**src/rtl/uart_aux_pkg.sv**
```systemverilog
// Package of register map, field layout and types for the FIFO/DMA aux block
package uart_aux_pkg;

	////////////////////////////////////////////////////////////////////////
	// Register byte addresses
	localparam logic [31:0] ADR_TX_EMPTY_THRESHOLD_SHADOW = 32'h500010A0;
	localparam logic [31:0] ADR_TRANSMIT_HALT_CONTROL = 32'h500010A4;
	localparam logic [31:0] ADR_DMA_SOFTWARE_ACKNOWLEDGE = 32'h500010A8;
	localparam logic [31:0] ADR_FIFO_CONTROL_REGISTER = 32'h500010B0;
	localparam logic [31:0] ADR_IRQ_STATUS = 32'h500010B4;
	localparam logic [31:0] ADR_IRQ_MASK = 32'h500010B8;

	////////////////////////////////////////////////////////////////////////
	// Field positions
	localparam int FCR_ENABLE_BIT = 0;
	localparam int FCR_PROG_MODE_BIT = 3;
	localparam int FCR_THRESH_LSB = 4;
	localparam int FCR_THRESH_MSB = 5;
	localparam int SHADOW_THRESH_LSB = 0;
	localparam int SHADOW_THRESH_MSB = 1;
	localparam int HALT_BIT = 0;
	localparam int DMA_ACK_BIT = 0;
	localparam int IRQ_BITS = 3;
	localparam int IRQ_TX_EMPTY = 0;
	localparam int IRQ_DMA_ACK = 1;
	localparam int IRQ_FIFO_RESET = 2;

	////////////////////////////////////////////////////////////////////////
	// Reset values
	localparam logic [1:0] THRESH_RESET = 2'h0;
	localparam logic HALT_RESET = 1'h0;
	localparam logic FIFO_ENABLE_RESET = 1'h0;
	localparam logic PROG_MODE_RESET = 1'h0;
	localparam logic [IRQ_BITS-1:0] IRQ_RESET = 3'h0;
	localparam logic [31:0] READ_ZERO = 32'h00000000;

	////////////////////////////////////////////////////////////////////////
	// Transmit-empty threshold encodings
	typedef enum logic [1:0]
	{
		THR_EMPTY = 2'h0,
		THR_TWO_CHARS = 2'h1,
		THR_QUARTER = 2'h2,
		THR_HALF = 2'h3
	} tx_thresh_t;

	localparam int TWO_CHARS = 2;

	// DMA handshake lines
	typedef struct packed
	{
		logic tx_req;
		logic tx_single;
		logic rx_req;
		logic rx_single;
	} dma_lines_t;

endpackage : uart_aux_pkg

```
**src/rtl/uart_fifo_dma_aux_control.sv**
```systemverilog
// FIFO/DMA auxiliary control of a serial port with a Wishbone register slave
`timescale 1ns/1ps
`default_nettype none

// Functional notes
// [RULE_01] Shadow write changes only threshold; read returns it
// [RULE_02] Threshold codes: empty, two, quarter, half
// [RULE_03] Programmable mode: empty interrupt at/below threshold
// [RULE_04] Halt stops sending when FIFOs enabled
// [RULE_05] Halt ignored while FIFOs disabled
// [RULE_06] Soft acknowledge withdraws all four DMA lines
// [RULE_07] Soft acknowledge bit clears itself
// [RULE_08] Software acknowledges after DMA channel error
// [RULE_09] Enable bit gates both FIFOs; clearing resets
// [RULE_10] Write-only and reserved bits read zero
module uart_fifo_dma_aux_control
#(
	parameter int FIFO_DEPTH = 16,
	parameter int LEVEL_W = $clog2(FIFO_DEPTH) + 1
)
(
	input wire logic CLK,
	input wire logic RST,
	input wire logic CYC_I,
	input wire logic STB_I,
	input wire logic WE_I,
	input wire logic [31:0] ADR_I,
	input wire logic [3:0] SEL_I,
	input wire logic [31:0] DAT_I,
	output logic [31:0] DAT_O,
	output logic ACK_O,
	input wire logic [LEVEL_W-1:0] TX_FIFO_LEVEL,
	input wire uart_aux_pkg::dma_lines_t DMA_REQ_RAW,
	output uart_aux_pkg::dma_lines_t DMA_REQ,
	output logic TX_EMPTY_INT,
	output logic TX_HALT,
	output logic FIFO_ENABLE,
	output logic FIFO_RESET,
	output logic IRQ
);

	////////////////////////////////////////////////////////////////////////
	// Threshold levels in characters
	localparam logic [LEVEL_W-1:0] LVL_EMPTY = '0;
	localparam logic [LEVEL_W-1:0] LVL_TWO =
		LEVEL_W'(uart_aux_pkg::TWO_CHARS);
	localparam logic [LEVEL_W-1:0] LVL_QUARTER = LEVEL_W'(FIFO_DEPTH / 4);
	localparam logic [LEVEL_W-1:0] LVL_HALF = LEVEL_W'(FIFO_DEPTH / 2);

	////////////////////////////////////////////////////////////////////////
	// Reset levels of the single-bit flops and the DMA lines
	localparam logic BIT_RESET = 1'h0;
	localparam uart_aux_pkg::dma_lines_t DMA_NONE = '0;

	////////////////////////////////////////////////////////////////////////
	// State
	logic ack_ff;
	logic [31:0] rdata_ff;
	logic [1:0] thresh_ff;
	logic halt_ff;
	logic fifo_en_ff;
	logic prog_mode_ff;
	logic [uart_aux_pkg::IRQ_BITS-1:0] status_ff;
	logic [uart_aux_pkg::IRQ_BITS-1:0] mask_ff;
	logic irq_ff;
	logic tx_empty_ff;
	logic tx_halt_ff;
	logic fifo_reset_ff;
	uart_aux_pkg::dma_lines_t block_ff;
	uart_aux_pkg::dma_lines_t dma_ff;

	////////////////////////////////////////////////////////////////////////
	// Bus decode
	wire logic bus_req;
	wire logic wr_commit;
	wire logic lane0;
	wire logic hit_shadow;
	wire logic hit_halt;
	wire logic hit_dma_ack;
	wire logic hit_fcr;
	wire logic hit_status;
	wire logic hit_mask;

	assign bus_req = CYC_I & STB_I;
	// A write takes effect at the edge where the master sees ack
	assign wr_commit = bus_req & WE_I & ack_ff;
	// Every field sits in byte lane 0
	assign lane0 = SEL_I[0];
	// Full address match; misses read zero and drop writes
	assign hit_shadow = ADR_I == uart_aux_pkg::ADR_TX_EMPTY_THRESHOLD_SHADOW;
	assign hit_halt = ADR_I == uart_aux_pkg::ADR_TRANSMIT_HALT_CONTROL;
	assign hit_dma_ack = ADR_I == uart_aux_pkg::ADR_DMA_SOFTWARE_ACKNOWLEDGE;
	assign hit_fcr = ADR_I == uart_aux_pkg::ADR_FIFO_CONTROL_REGISTER;
	assign hit_status = ADR_I == uart_aux_pkg::ADR_IRQ_STATUS;
	assign hit_mask = ADR_I == uart_aux_pkg::ADR_IRQ_MASK;

	wire logic wr_lane0;
	wire logic wr_shadow;
	wire logic wr_halt;
	wire logic wr_fcr;
	wire logic wr_status;
	wire logic wr_mask;
	wire logic soft_ack;

	assign wr_lane0 = wr_commit & lane0;
	assign wr_shadow = wr_lane0 & hit_shadow;
	assign wr_halt = wr_lane0 & hit_halt;
	assign wr_fcr = wr_lane0 & hit_fcr;
	assign wr_status = wr_lane0 & hit_status;
	assign wr_mask = wr_lane0 & hit_mask;
	// One-cycle strobe; nothing is stored, so the bit is self-clearing
	assign soft_ack = wr_lane0 & hit_dma_ack
		& DAT_I[uart_aux_pkg::DMA_ACK_BIT]; // [RULE_06] [RULE_07]

	////////////////////////////////////////////////////////////////////////
	// Next values of the control fields
	wire logic [1:0] nxt_thresh;
	wire logic nxt_halt;
	wire logic nxt_fifo_en;
	wire logic nxt_prog_mode;
	wire logic [uart_aux_pkg::IRQ_BITS-1:0] nxt_mask;

	// Shadow write touches only the threshold field
	assign nxt_thresh = wr_shadow ?
		DAT_I[uart_aux_pkg::SHADOW_THRESH_MSB:
			uart_aux_pkg::SHADOW_THRESH_LSB] :
		wr_fcr ?
		DAT_I[uart_aux_pkg::FCR_THRESH_MSB:uart_aux_pkg::FCR_THRESH_LSB] :
		thresh_ff; // [RULE_01]
	assign nxt_halt = wr_halt ? DAT_I[uart_aux_pkg::HALT_BIT] : halt_ff;
	assign nxt_fifo_en = wr_fcr ?
		DAT_I[uart_aux_pkg::FCR_ENABLE_BIT] : fifo_en_ff; // [RULE_09]
	assign nxt_prog_mode = wr_fcr ?
		DAT_I[uart_aux_pkg::FCR_PROG_MODE_BIT] : prog_mode_ff;
	assign nxt_mask = wr_mask ?
		DAT_I[uart_aux_pkg::IRQ_BITS-1:0] : mask_ff;

	////////////////////////////////////////////////////////////////////////
	// FIFO controller reset on an enabled-to-disabled change
	wire logic nxt_fifo_reset;

	// One-cycle pulse; reset itself gives none
	assign nxt_fifo_reset = fifo_en_ff & ~nxt_fifo_en; // [RULE_09]

	////////////////////////////////////////////////////////////////////////
	// Transmitter-empty threshold decode
	logic [LEVEL_W-1:0] thresh_level;

	// Quarter and half levels follow the FIFO depth
	always_comb
	begin
		case (uart_aux_pkg::tx_thresh_t'(thresh_ff)) // [RULE_02]
			uart_aux_pkg::THR_EMPTY: thresh_level = LVL_EMPTY;
			uart_aux_pkg::THR_TWO_CHARS: thresh_level = LVL_TWO;
			uart_aux_pkg::THR_QUARTER: thresh_level = LVL_QUARTER;
			uart_aux_pkg::THR_HALF: thresh_level = LVL_HALF;
			default: thresh_level = LVL_EMPTY;
		endcase
	end

	wire logic prog_active;
	wire logic nxt_tx_empty;

	// Programmable mode needs the FIFOs enabled; else plain empty test
	assign prog_active = prog_mode_ff & fifo_en_ff;
	// At or below the threshold counts as empty
	assign nxt_tx_empty = prog_active ?
		(TX_FIFO_LEVEL <= thresh_level) :
		(TX_FIFO_LEVEL == LVL_EMPTY); // [RULE_03]

	////////////////////////////////////////////////////////////////////////
	// Transmit halt
	wire logic nxt_tx_halt;

	// Halt only counts while the FIFOs are enabled
	// Writes into the transmit FIFO still land while halted
	assign nxt_tx_halt = halt_ff & fifo_en_ff; // [RULE_04] [RULE_05]

	////////////////////////////////////////////////////////////////////////
	// DMA request withdrawal
	uart_aux_pkg::dma_lines_t nxt_block;
	uart_aux_pkg::dma_lines_t nxt_dma;

	// A line stays withdrawn until its source drops; acknowledge wins
	// Lines already low at the acknowledge stay free to rise again
	assign nxt_block = soft_ack ? DMA_REQ_RAW :
		(block_ff & DMA_REQ_RAW); // [RULE_06] [RULE_08]
	assign nxt_dma = DMA_REQ_RAW & ~nxt_block; // [RULE_06]

	////////////////////////////////////////////////////////////////////////
	// Interrupt status
	wire logic [uart_aux_pkg::IRQ_BITS-1:0] events;
	wire logic [uart_aux_pkg::IRQ_BITS-1:0] clr_bits;
	wire logic [uart_aux_pkg::IRQ_BITS-1:0] nxt_status;
	wire logic nxt_irq;

	// Rising edge of the empty condition
	assign events[uart_aux_pkg::IRQ_TX_EMPTY] = nxt_tx_empty & ~tx_empty_ff;
	assign events[uart_aux_pkg::IRQ_DMA_ACK] = soft_ack;
	assign events[uart_aux_pkg::IRQ_FIFO_RESET] = nxt_fifo_reset;
	// Sticky status; writing a one clears a bit
	assign clr_bits = wr_status ?
		DAT_I[uart_aux_pkg::IRQ_BITS-1:0] : uart_aux_pkg::IRQ_RESET;
	// A new event wins over a clear in the same cycle
	assign nxt_status = (status_ff & ~clr_bits) | events;
	assign nxt_irq = |(nxt_status & nxt_mask);

	////////////////////////////////////////////////////////////////////////
	// Read data
	logic [31:0] rd_mux;

	always_comb
	begin
		rd_mux = uart_aux_pkg::READ_ZERO; // [RULE_10]
		if (hit_shadow)
		begin
			rd_mux[uart_aux_pkg::SHADOW_THRESH_MSB:
				uart_aux_pkg::SHADOW_THRESH_LSB] = thresh_ff; // [RULE_01]
		end
		else if (hit_halt)
		begin
			rd_mux[uart_aux_pkg::HALT_BIT] = halt_ff;
		end
		else if (hit_fcr)
		begin
			rd_mux[uart_aux_pkg::FCR_ENABLE_BIT] = fifo_en_ff;
			rd_mux[uart_aux_pkg::FCR_PROG_MODE_BIT] = prog_mode_ff;
			rd_mux[uart_aux_pkg::FCR_THRESH_MSB:
				uart_aux_pkg::FCR_THRESH_LSB] = thresh_ff;
		end
		else if (hit_status)
		begin
			rd_mux[uart_aux_pkg::IRQ_BITS-1:0] = status_ff;
		end
		else if (hit_mask)
		begin
			rd_mux[uart_aux_pkg::IRQ_BITS-1:0] = mask_ff;
		end
		else
		begin
			rd_mux = uart_aux_pkg::READ_ZERO;
		end
	end

	wire logic nxt_ack;
	wire logic [31:0] nxt_rdata;

	// Ack one cycle after the request, dropped the cycle after
	// A request held past ack is answered again every other cycle
	assign nxt_ack = bus_req & ~ack_ff;
	assign nxt_rdata = (nxt_ack & ~WE_I) ? rd_mux : uart_aux_pkg::READ_ZERO;

	////////////////////////////////////////////////////////////////////////
	// Bus registers
	always_ff @(posedge CLK)
	begin
		if (RST)
		begin
			ack_ff <= BIT_RESET;
			rdata_ff <= uart_aux_pkg::READ_ZERO;
		end
		else
		begin
			ack_ff <= nxt_ack;
			rdata_ff <= nxt_rdata;
		end
	end

	////////////////////////////////////////////////////////////////////////
	// Control registers
	always_ff @(posedge CLK)
	begin
		if (RST)
		begin
			thresh_ff <= uart_aux_pkg::THRESH_RESET;
			halt_ff <= uart_aux_pkg::HALT_RESET;
			fifo_en_ff <= uart_aux_pkg::FIFO_ENABLE_RESET;
			prog_mode_ff <= uart_aux_pkg::PROG_MODE_RESET;
			mask_ff <= uart_aux_pkg::IRQ_RESET;
		end
		else
		begin
			thresh_ff <= nxt_thresh;
			halt_ff <= nxt_halt;
			fifo_en_ff <= nxt_fifo_en;
			prog_mode_ff <= nxt_prog_mode;
			mask_ff <= nxt_mask;
		end
	end

	////////////////////////////////////////////////////////////////////////
	// Status and output registers
	always_ff @(posedge CLK)
	begin
		if (RST)
		begin
			status_ff <= uart_aux_pkg::IRQ_RESET;
			irq_ff <= BIT_RESET;
			tx_empty_ff <= BIT_RESET;
			tx_halt_ff <= BIT_RESET;
			fifo_reset_ff <= BIT_RESET;
		end
		else
		begin
			status_ff <= nxt_status;
			irq_ff <= nxt_irq;
			tx_empty_ff <= nxt_tx_empty;
			tx_halt_ff <= nxt_tx_halt;
			fifo_reset_ff <= nxt_fifo_reset;
		end
	end

	////////////////////////////////////////////////////////////////////////
	// DMA request registers
	always_ff @(posedge CLK)
	begin
		if (RST)
		begin
			block_ff <= DMA_NONE;
			dma_ff <= DMA_NONE;
		end
		else
		begin
			block_ff <= nxt_block;
			dma_ff <= nxt_dma;
		end
	end

	////////////////////////////////////////////////////////////////////////
	// Outputs
	assign DAT_O = rdata_ff;
	assign ACK_O = ack_ff;
	assign DMA_REQ = dma_ff;
	assign TX_EMPTY_INT = tx_empty_ff;
	assign TX_HALT = tx_halt_ff;
	assign FIFO_ENABLE = fifo_en_ff;
	assign FIFO_RESET = fifo_reset_ff;
	assign IRQ = irq_ff;

endmodule : uart_fifo_dma_aux_control

`default_nettype wire

```
**config.mk**
```make
export PLATFORM = sky130hd
export DESIGN_NAME = uart_fifo_dma_aux_control
export DESIGN_NICKNAME = d
export VERILOG_FILES = /design/src/rtl/uart_aux_pkg.sv /design/src/rtl/uart_fifo_dma_aux_control.sv
export SDC_FILE = /design/constraint.sdc
export NUM_CORES = 1
export LEC_CHECK = 0
export ABC_AREA = 1
export CORE_UTILIZATION = 60
export CTS_BUF_LIST = sky130_fd_sc_hd__clkbuf_8 sky130_fd_sc_hd__clkbuf_16
export CTS_CLUSTER_DIAMETER = 100
export DETAILED_ROUTE_END_ITERATION = 10
export DONT_BUFFER_PORTS = 1
export HOLD_SLACK_MARGIN = 0.06
export PLACE_DENSITY_LB_ADDON = 0.15
export SKIP_LAST_GASP = 1
export SYNTH_ARGS = -nofsm -noshare
export SYNTH_HDL_FRONTEND = slang
export SYNTH_SLANG_ARGS = --single-unit
```
**constraint.sdc**
```tcl
create_clock -name CLK -period 2.7 [get_ports CLK]
set_input_delay 0.405 -clock CLK [delete_from_list [all_inputs] [get_ports CLK]]
set_output_delay 0.405 -clock CLK [all_outputs]
set_load 0.01 [all_outputs]
```
==> Word-level counts from Yosys, hierarchy flattened <==
Cells that the tools add are included.
{ "totals": {"ff_bits": 56} }
{ "op_classes": {"n_lt_le_gt_ge": 1, "n_eq_ne": 9, "muxes": 15, "n_bitwise": 30, "n_reduce_logical": 8} }
{ "op_table": {"columns": ["op", "n"], "rows": [
  ["$eq 32x31->1 const B", 6],
  ["$pmux 5 s4", 1],
  ["$and 1x1->1", 17],
  ["$mux 3", 4],
  ["$reduce_or 5->1", 2],
  ["$and 4x4->4", 2],
  ["$and 3x3->3", 2],
  ["$mux 1", 6],
  ["$mux 2", 3],
  ["$not 1->1", 6],
  ["$reduce_or 3->1", 2],
  ["$le 5x5->1", 1],
  ["$logic_not 5->1", 1],
  ["$eq 2x2->1 const B", 2],
  ["$mux 4", 1],
  ["$not 4->4", 1],
  ["$not 3->3", 1],
  ["$or 3x3->3", 1],
  ["$eq 2x1->1 const B", 1],
  ["$logic_not 2->1", 1],
  ["$reduce_bool 2->1", 1],
  ["$reduce_or 2->1", 1]
]} }

==> Logic depth before layout (Yosys ltp) <==
{ "logic_depth": {"word_depth": 11, "mapped_depth": 12} }

==> Worst setup path before layout <==
Ideal clock, no wire load.
{ "synth_timing": {"path_type": "input-to-reg", "startpoint": "input port ADR_I[11]", "endpoint": "register fifo_en_ff (netlist: FIFO_ENABLE)", "setup_time_ns": 0.116, "arrival_ns": 1.329, "t_required_ns": 2.584, "path_slack_ns": 1.254, "path_stages": 9, "path_buffers": 0, "cell_sequence": "nor2_2 -> nand2_2 -> nor2_8 -> nand2_4 -> nor2_2 -> nand2_2 -> nor2_1 -> nand2_1 -> o211a_1"} }
{ "synth_via": {"elab_chain_len": 3} }
{ "synth_lines": {"columns": ["item", "line_no", "source"], "rows": [
  ["from (decl)", "uart_fifo_dma_aux_control.sv:27", "input wire logic [31:0] ADR_I,"],
  ["$eq 32x31->1", "uart_fifo_dma_aux_control.sv:93", "assign hit_fcr = ADR_I == uart_aux_pkg::ADR_FIFO_CONTROL_REGISTER;"],
  ["$and 1x1->1", "uart_fifo_dma_aux_control.sv:108", "assign wr_fcr = wr_lane0 & hit_fcr;"],
  ["$mux 1", "uart_fifo_dma_aux_control.sv:131", "assign nxt_fifo_en = wr_fcr ?"],
  ["to (signal assigned)", "uart_fifo_dma_aux_control.sv:277", "fifo_en_ff <= uart_aux_pkg::FIFO_ENABLE_RESET;"],
  ["to (signal assigned)", "uart_fifo_dma_aux_control.sv:285", "fifo_en_ff <= nxt_fifo_en;"],
  ["to (decl)", "uart_fifo_dma_aux_control.sv:61", "logic fifo_en_ff;"]
]} }
No other way between the ends.
A chain may end at the register's enable or synchronous reset.

==> Worst setup path after layout <==
{ "layout_timing": {"startpoint": "register ack_ff (netlist: ACK_O)", "endpoint": "register irq_ff (netlist: IRQ)"} }
{ "layout_via": {"elab_chain_len": 9} }
{ "layout_lines": {"columns": ["item", "line_no", "source"], "rows": [
  ["from (decl)", "uart_fifo_dma_aux_control.sv:57", "logic ack_ff;"],
  ["from (signal assigned)", "uart_fifo_dma_aux_control.sv:264", "ack_ff <= nxt_ack;"],
  ["$and 1x1->1 *", "uart_fifo_dma_aux_control.sv:86", "assign wr_commit = bus_req & WE_I & ack_ff;"],
  ["$and 1x1->1 *", "uart_fifo_dma_aux_control.sv:105", "assign wr_lane0 = wr_commit & lane0;"],
  ["$and 1x1->1, on equally long branches", "uart_fifo_dma_aux_control.sv:109, uart_fifo_dma_aux_control.sv:108", null],
  ["$mux 3 or $mux 1 (tied branches)", "uart_fifo_dma_aux_control.sv:202, uart_fifo_dma_aux_control.sv:131", null],
  ["$not 3->3 or $not 1->1 (tied branches)", "uart_fifo_dma_aux_control.sv:205, uart_fifo_dma_aux_control.sv:143", null],
  ["$and 3x3->3 or $and 1x1->1 (tied branches)", "uart_fifo_dma_aux_control.sv:205, uart_fifo_dma_aux_control.sv:143", null],
  ["$or 3x3->3", "uart_fifo_dma_aux_control.sv:205", "assign nxt_status = (status_ff & ~clr_bits) | events;"],
  ["$and 3x3->3 *", "uart_fifo_dma_aux_control.sv:206", "assign nxt_irq = |(nxt_status & nxt_mask);"],
  ["$reduce_or 3->1 *", "uart_fifo_dma_aux_control.sv:206", null],
  ["to (signal assigned)", "uart_fifo_dma_aux_control.sv:306", "irq_ff <= nxt_irq;"],
  ["to (decl)", "uart_fifo_dma_aux_control.sv:65", "logic irq_ff;"]
]} }
Mark *: on every way between the ends. The rest lies on a longest branch, timed or not.

==> out/results.txt <==
Initial core utilization: 0.628
1st-iter DRT viols: 56
Design area: 1940 um2
Post-CTS Setup Inserts: 0
Highest fanout seen on the critical path: 17
HP Class: input port to flop
CTS Hold Bufs: 0
Pleak: 0.896 nW
Placed Cells: 333
Final period utilization: 0.655
Worst path top cell family by delay: simple AND/OR/NAND/NOR gates
Synth-to-Final Area Change: 1.97%
Worst-path cell chain: nand3_1, nor2_2, nand3_1, nand2_1, nand2_1, nand2_1, nand3_1
Slew margin rel.: 0.505
DRT antenna net count: 0
Overall die height: 58.3 um
Combinational Power Share: 0.068
Crit end category: flop
Max-Cap Viols: 0
Std-Cell Rows: 20
Syn Area/Cell: 6.51 um2
GRT Total Usage: 0.224
Initial antenna violation count: 0
First-pass DRT Iterations: 4
F_max: 566 MHz
Critical R2R Capture: IRQ$_SDFF_PP0_
TritonCTS clock tree: yes
Switch share: 0.240
Mapped Area: 1900 um2
Reg2Reg Depth: 7
Vias in the first global route: 1426
Internal: 0.668 mW
Hold Path Sink: status_ff[2]$_SDFF_PP0_
Area post-placement: 1840 um2
Gpl congestion: 0.797
Yosys top cell area share: 0.316
Critical path arrival: 1.94 ns
CP Launch Type: flop
# H-tree levels: 2
Core ar.: 3030 um2
Clock root buffer: clkbuf_8
First-pass GRT wire length: 5800 um
TNS Setup: 0 ns
Count leader, synth: nand2_1
Via density: 4.82
Hold path cells: 1
WP buf/inv: 0
Crit path max-delay cell type: nor2_2
Detailed Place HPWL: 2710 um
EDFF count, synth: 0
Final count of pins violating max slew: 0
Nets@finish: 381
Critical Path RT: 2.87 ns
Clock share of power: 0.419
Min-delay src: RST
Die area: 3400 um2
Clock buffer depth: 2
Chip width: 58.3 um
Residual DRC count: 0
TritonCTS Buffers: 5
Sequential share of power: 0.513
Peak VDD IR: 409 uV
Non-filler cells in the finished layout: 341
Fin crit period: 1.77 ns
Layout cell share with drive strength beyond 1: 0.101
Via count: 1642
Largest net degree at the start of global routing: 18
Total wire length: 3370 um
WP depth: 7
Hold_ws: 0.182 ns
Ant. Diodes: 0
Worst reg-to-reg setup slack: 0.93 ns
Post-synth ARST share: 0
Clk sink count: 30
PwrDens: 453 nW/um2
Total power: 0.878 mW
Synth Instances: 292
Clk Latency, worst-skew pair: 0.28 ns
Yosys cell types: 25
Post-CTS Resized: 0
Final-report setup violation count: 0
Worst path max stage delay: 0.58 ns
Wirelength per Cell: 9.88 um
Clock slew at reported path FFs: 0.07 ns
Seq/Total Area, Yosys: 0.316
Critical Setup Path Class: flop to flop
Port-buffer cells: 0
I/O pin count: 124
Yosys warns: 0
Worst Tran Pin Value: 0.736 ns
Outcome: finished, final reports clean
Layout Skew: 0.00794 ns
Top post-synthesis cells by area: dfxtp_1 32%, nand2_1 15%, buf_4 11%, nor2_1 8.9%, inv_1 7.1%
FF-to-FF Start: ACK_O$_SDFF_PP0_
Synth top cells by count: 75 x nand2_1, 45 x nor2_1, 36 x inv_1
Synth Register Bits: 30
GR Overflow Total: 0
Leading area contributor after synthesis: dfxtp_1
Psw: 0.211 mW
RSZ-0062 raised after global routing: false
Main synth FF type: dfxtp_1
Hold Vio Cnt, Final: 0
## sequential cells by signal, summed over array words and instances, names as in the netlist
name and flops:
block_ff 4, FIFO_RESET 1, prog_mode_ff 1, TX_EMPTY_INT 1
FIFO_ENABLE 1, status_ff 3, thresh_ff 2, DMA_REQ 4
ACK_O 1, IRQ 1, DAT_O 6, mask_ff 3
TX_HALT 1, halt_ff 1
## cells in the final DEF, fill, tap and decap left out, types with 2 or more instances in the layout
| master | count |
|---|---|
| a21oi_1 | 16 |
| clkbuf_8 | 6 |
| conb_1 | 26 |
| dfxtp_1 | 30 |
| ha_1 | 3 |
| inv_1 | 36 |
| nand2_1 | 75 |
| nand2_2 | 5 |
| nand2_4 | 2 |
| nand3_1 | 17 |
| nand4_1 | 6 |
| nor2_1 | 45 |
| nor2_2 | 11 |
| nor2_4 | 2 |
| nor3_1 | 4 |
| o21ai_0 | 3 |
## power by group through the flow
stage	Clock, mW	Sequential, mW	Combinational [mW]
global route	0.395	0.451	0.0694
global placement	0	0.461	0.0584
detailed placement	0	0.461	0.0592
floorplan	0	0.460	0.0829
finish	0.368	0.451	0.0595
CTS	0.375	0.451	0.0595
## cell type report
| cell class | count | area, um2 |
|---|---|---|
| fillers | 308 | 1090 |
| well taps | 44 | 55.1 |
| multi-input cells | 223 | 1050 |
| clock buffers | 6 | 82.6 |
| clock inverters | 2 | 12.5 |
| inverters | 36 | 135 |
| flip-flops and latches | 30 | 601 |
## cell families after synthesis
logic type / Yosys count / synth area share
AOI/OAI and AO/OA: 23 / 0.0658
adders and majority gates: 3 / 0.0197
buffers and inverters: 64 / 0.180
DFF: 30 / 0.316
other: 1 / 0.00197
and+or+nand+nor: 171 / 0.417
## worst max-delay path by stage
stage / startpoint / endpoint / slack, ns
floorplan: ADR_I[11] / FIFO_ENABLE$_SDFF_PP0_ / 1.25
global placement: ACK_O$_SDFF_PP0_ / IRQ$_SDFF_PP0_ / 1.02
detailed placement: ACK_O$_SDFF_PP0_ / IRQ$_SDFF_PP0_ / 0.97
CTS: ACK_O$_SDFF_PP0_ / IRQ$_SDFF_PP0_ / 0.94
global route: ACK_O$_SDFF_PP0_ / IRQ$_SDFF_PP0_ / 0.75
finish: ACK_O$_SDFF_PP0_ / IRQ$_SDFF_PP0_ / 0.93
## metal layers
metal | GRT usage | vias up | part of all wire
met1 | 0.271 | 705 | 0.43
met2 | 0.378 | 71 | 0.47
met4 | 0.0714 | 0 | 0.013
li1 | - | 860 | -
met3 | 0.0725 | 6 | 0.082
met5 | 0 | - | 0
## per-stage QoR
step            util  setup WS, ns
6_report       0.640         0.932
5_1_grt        0.640         0.751
4_1_cts        0.640         0.938
3_5_place_dp   0.609         0.969
3_3_place_gp   0.609          1.02
2_1_floorplan      -          1.25
No activity file was read; power rests on OpenSTA's default activity.
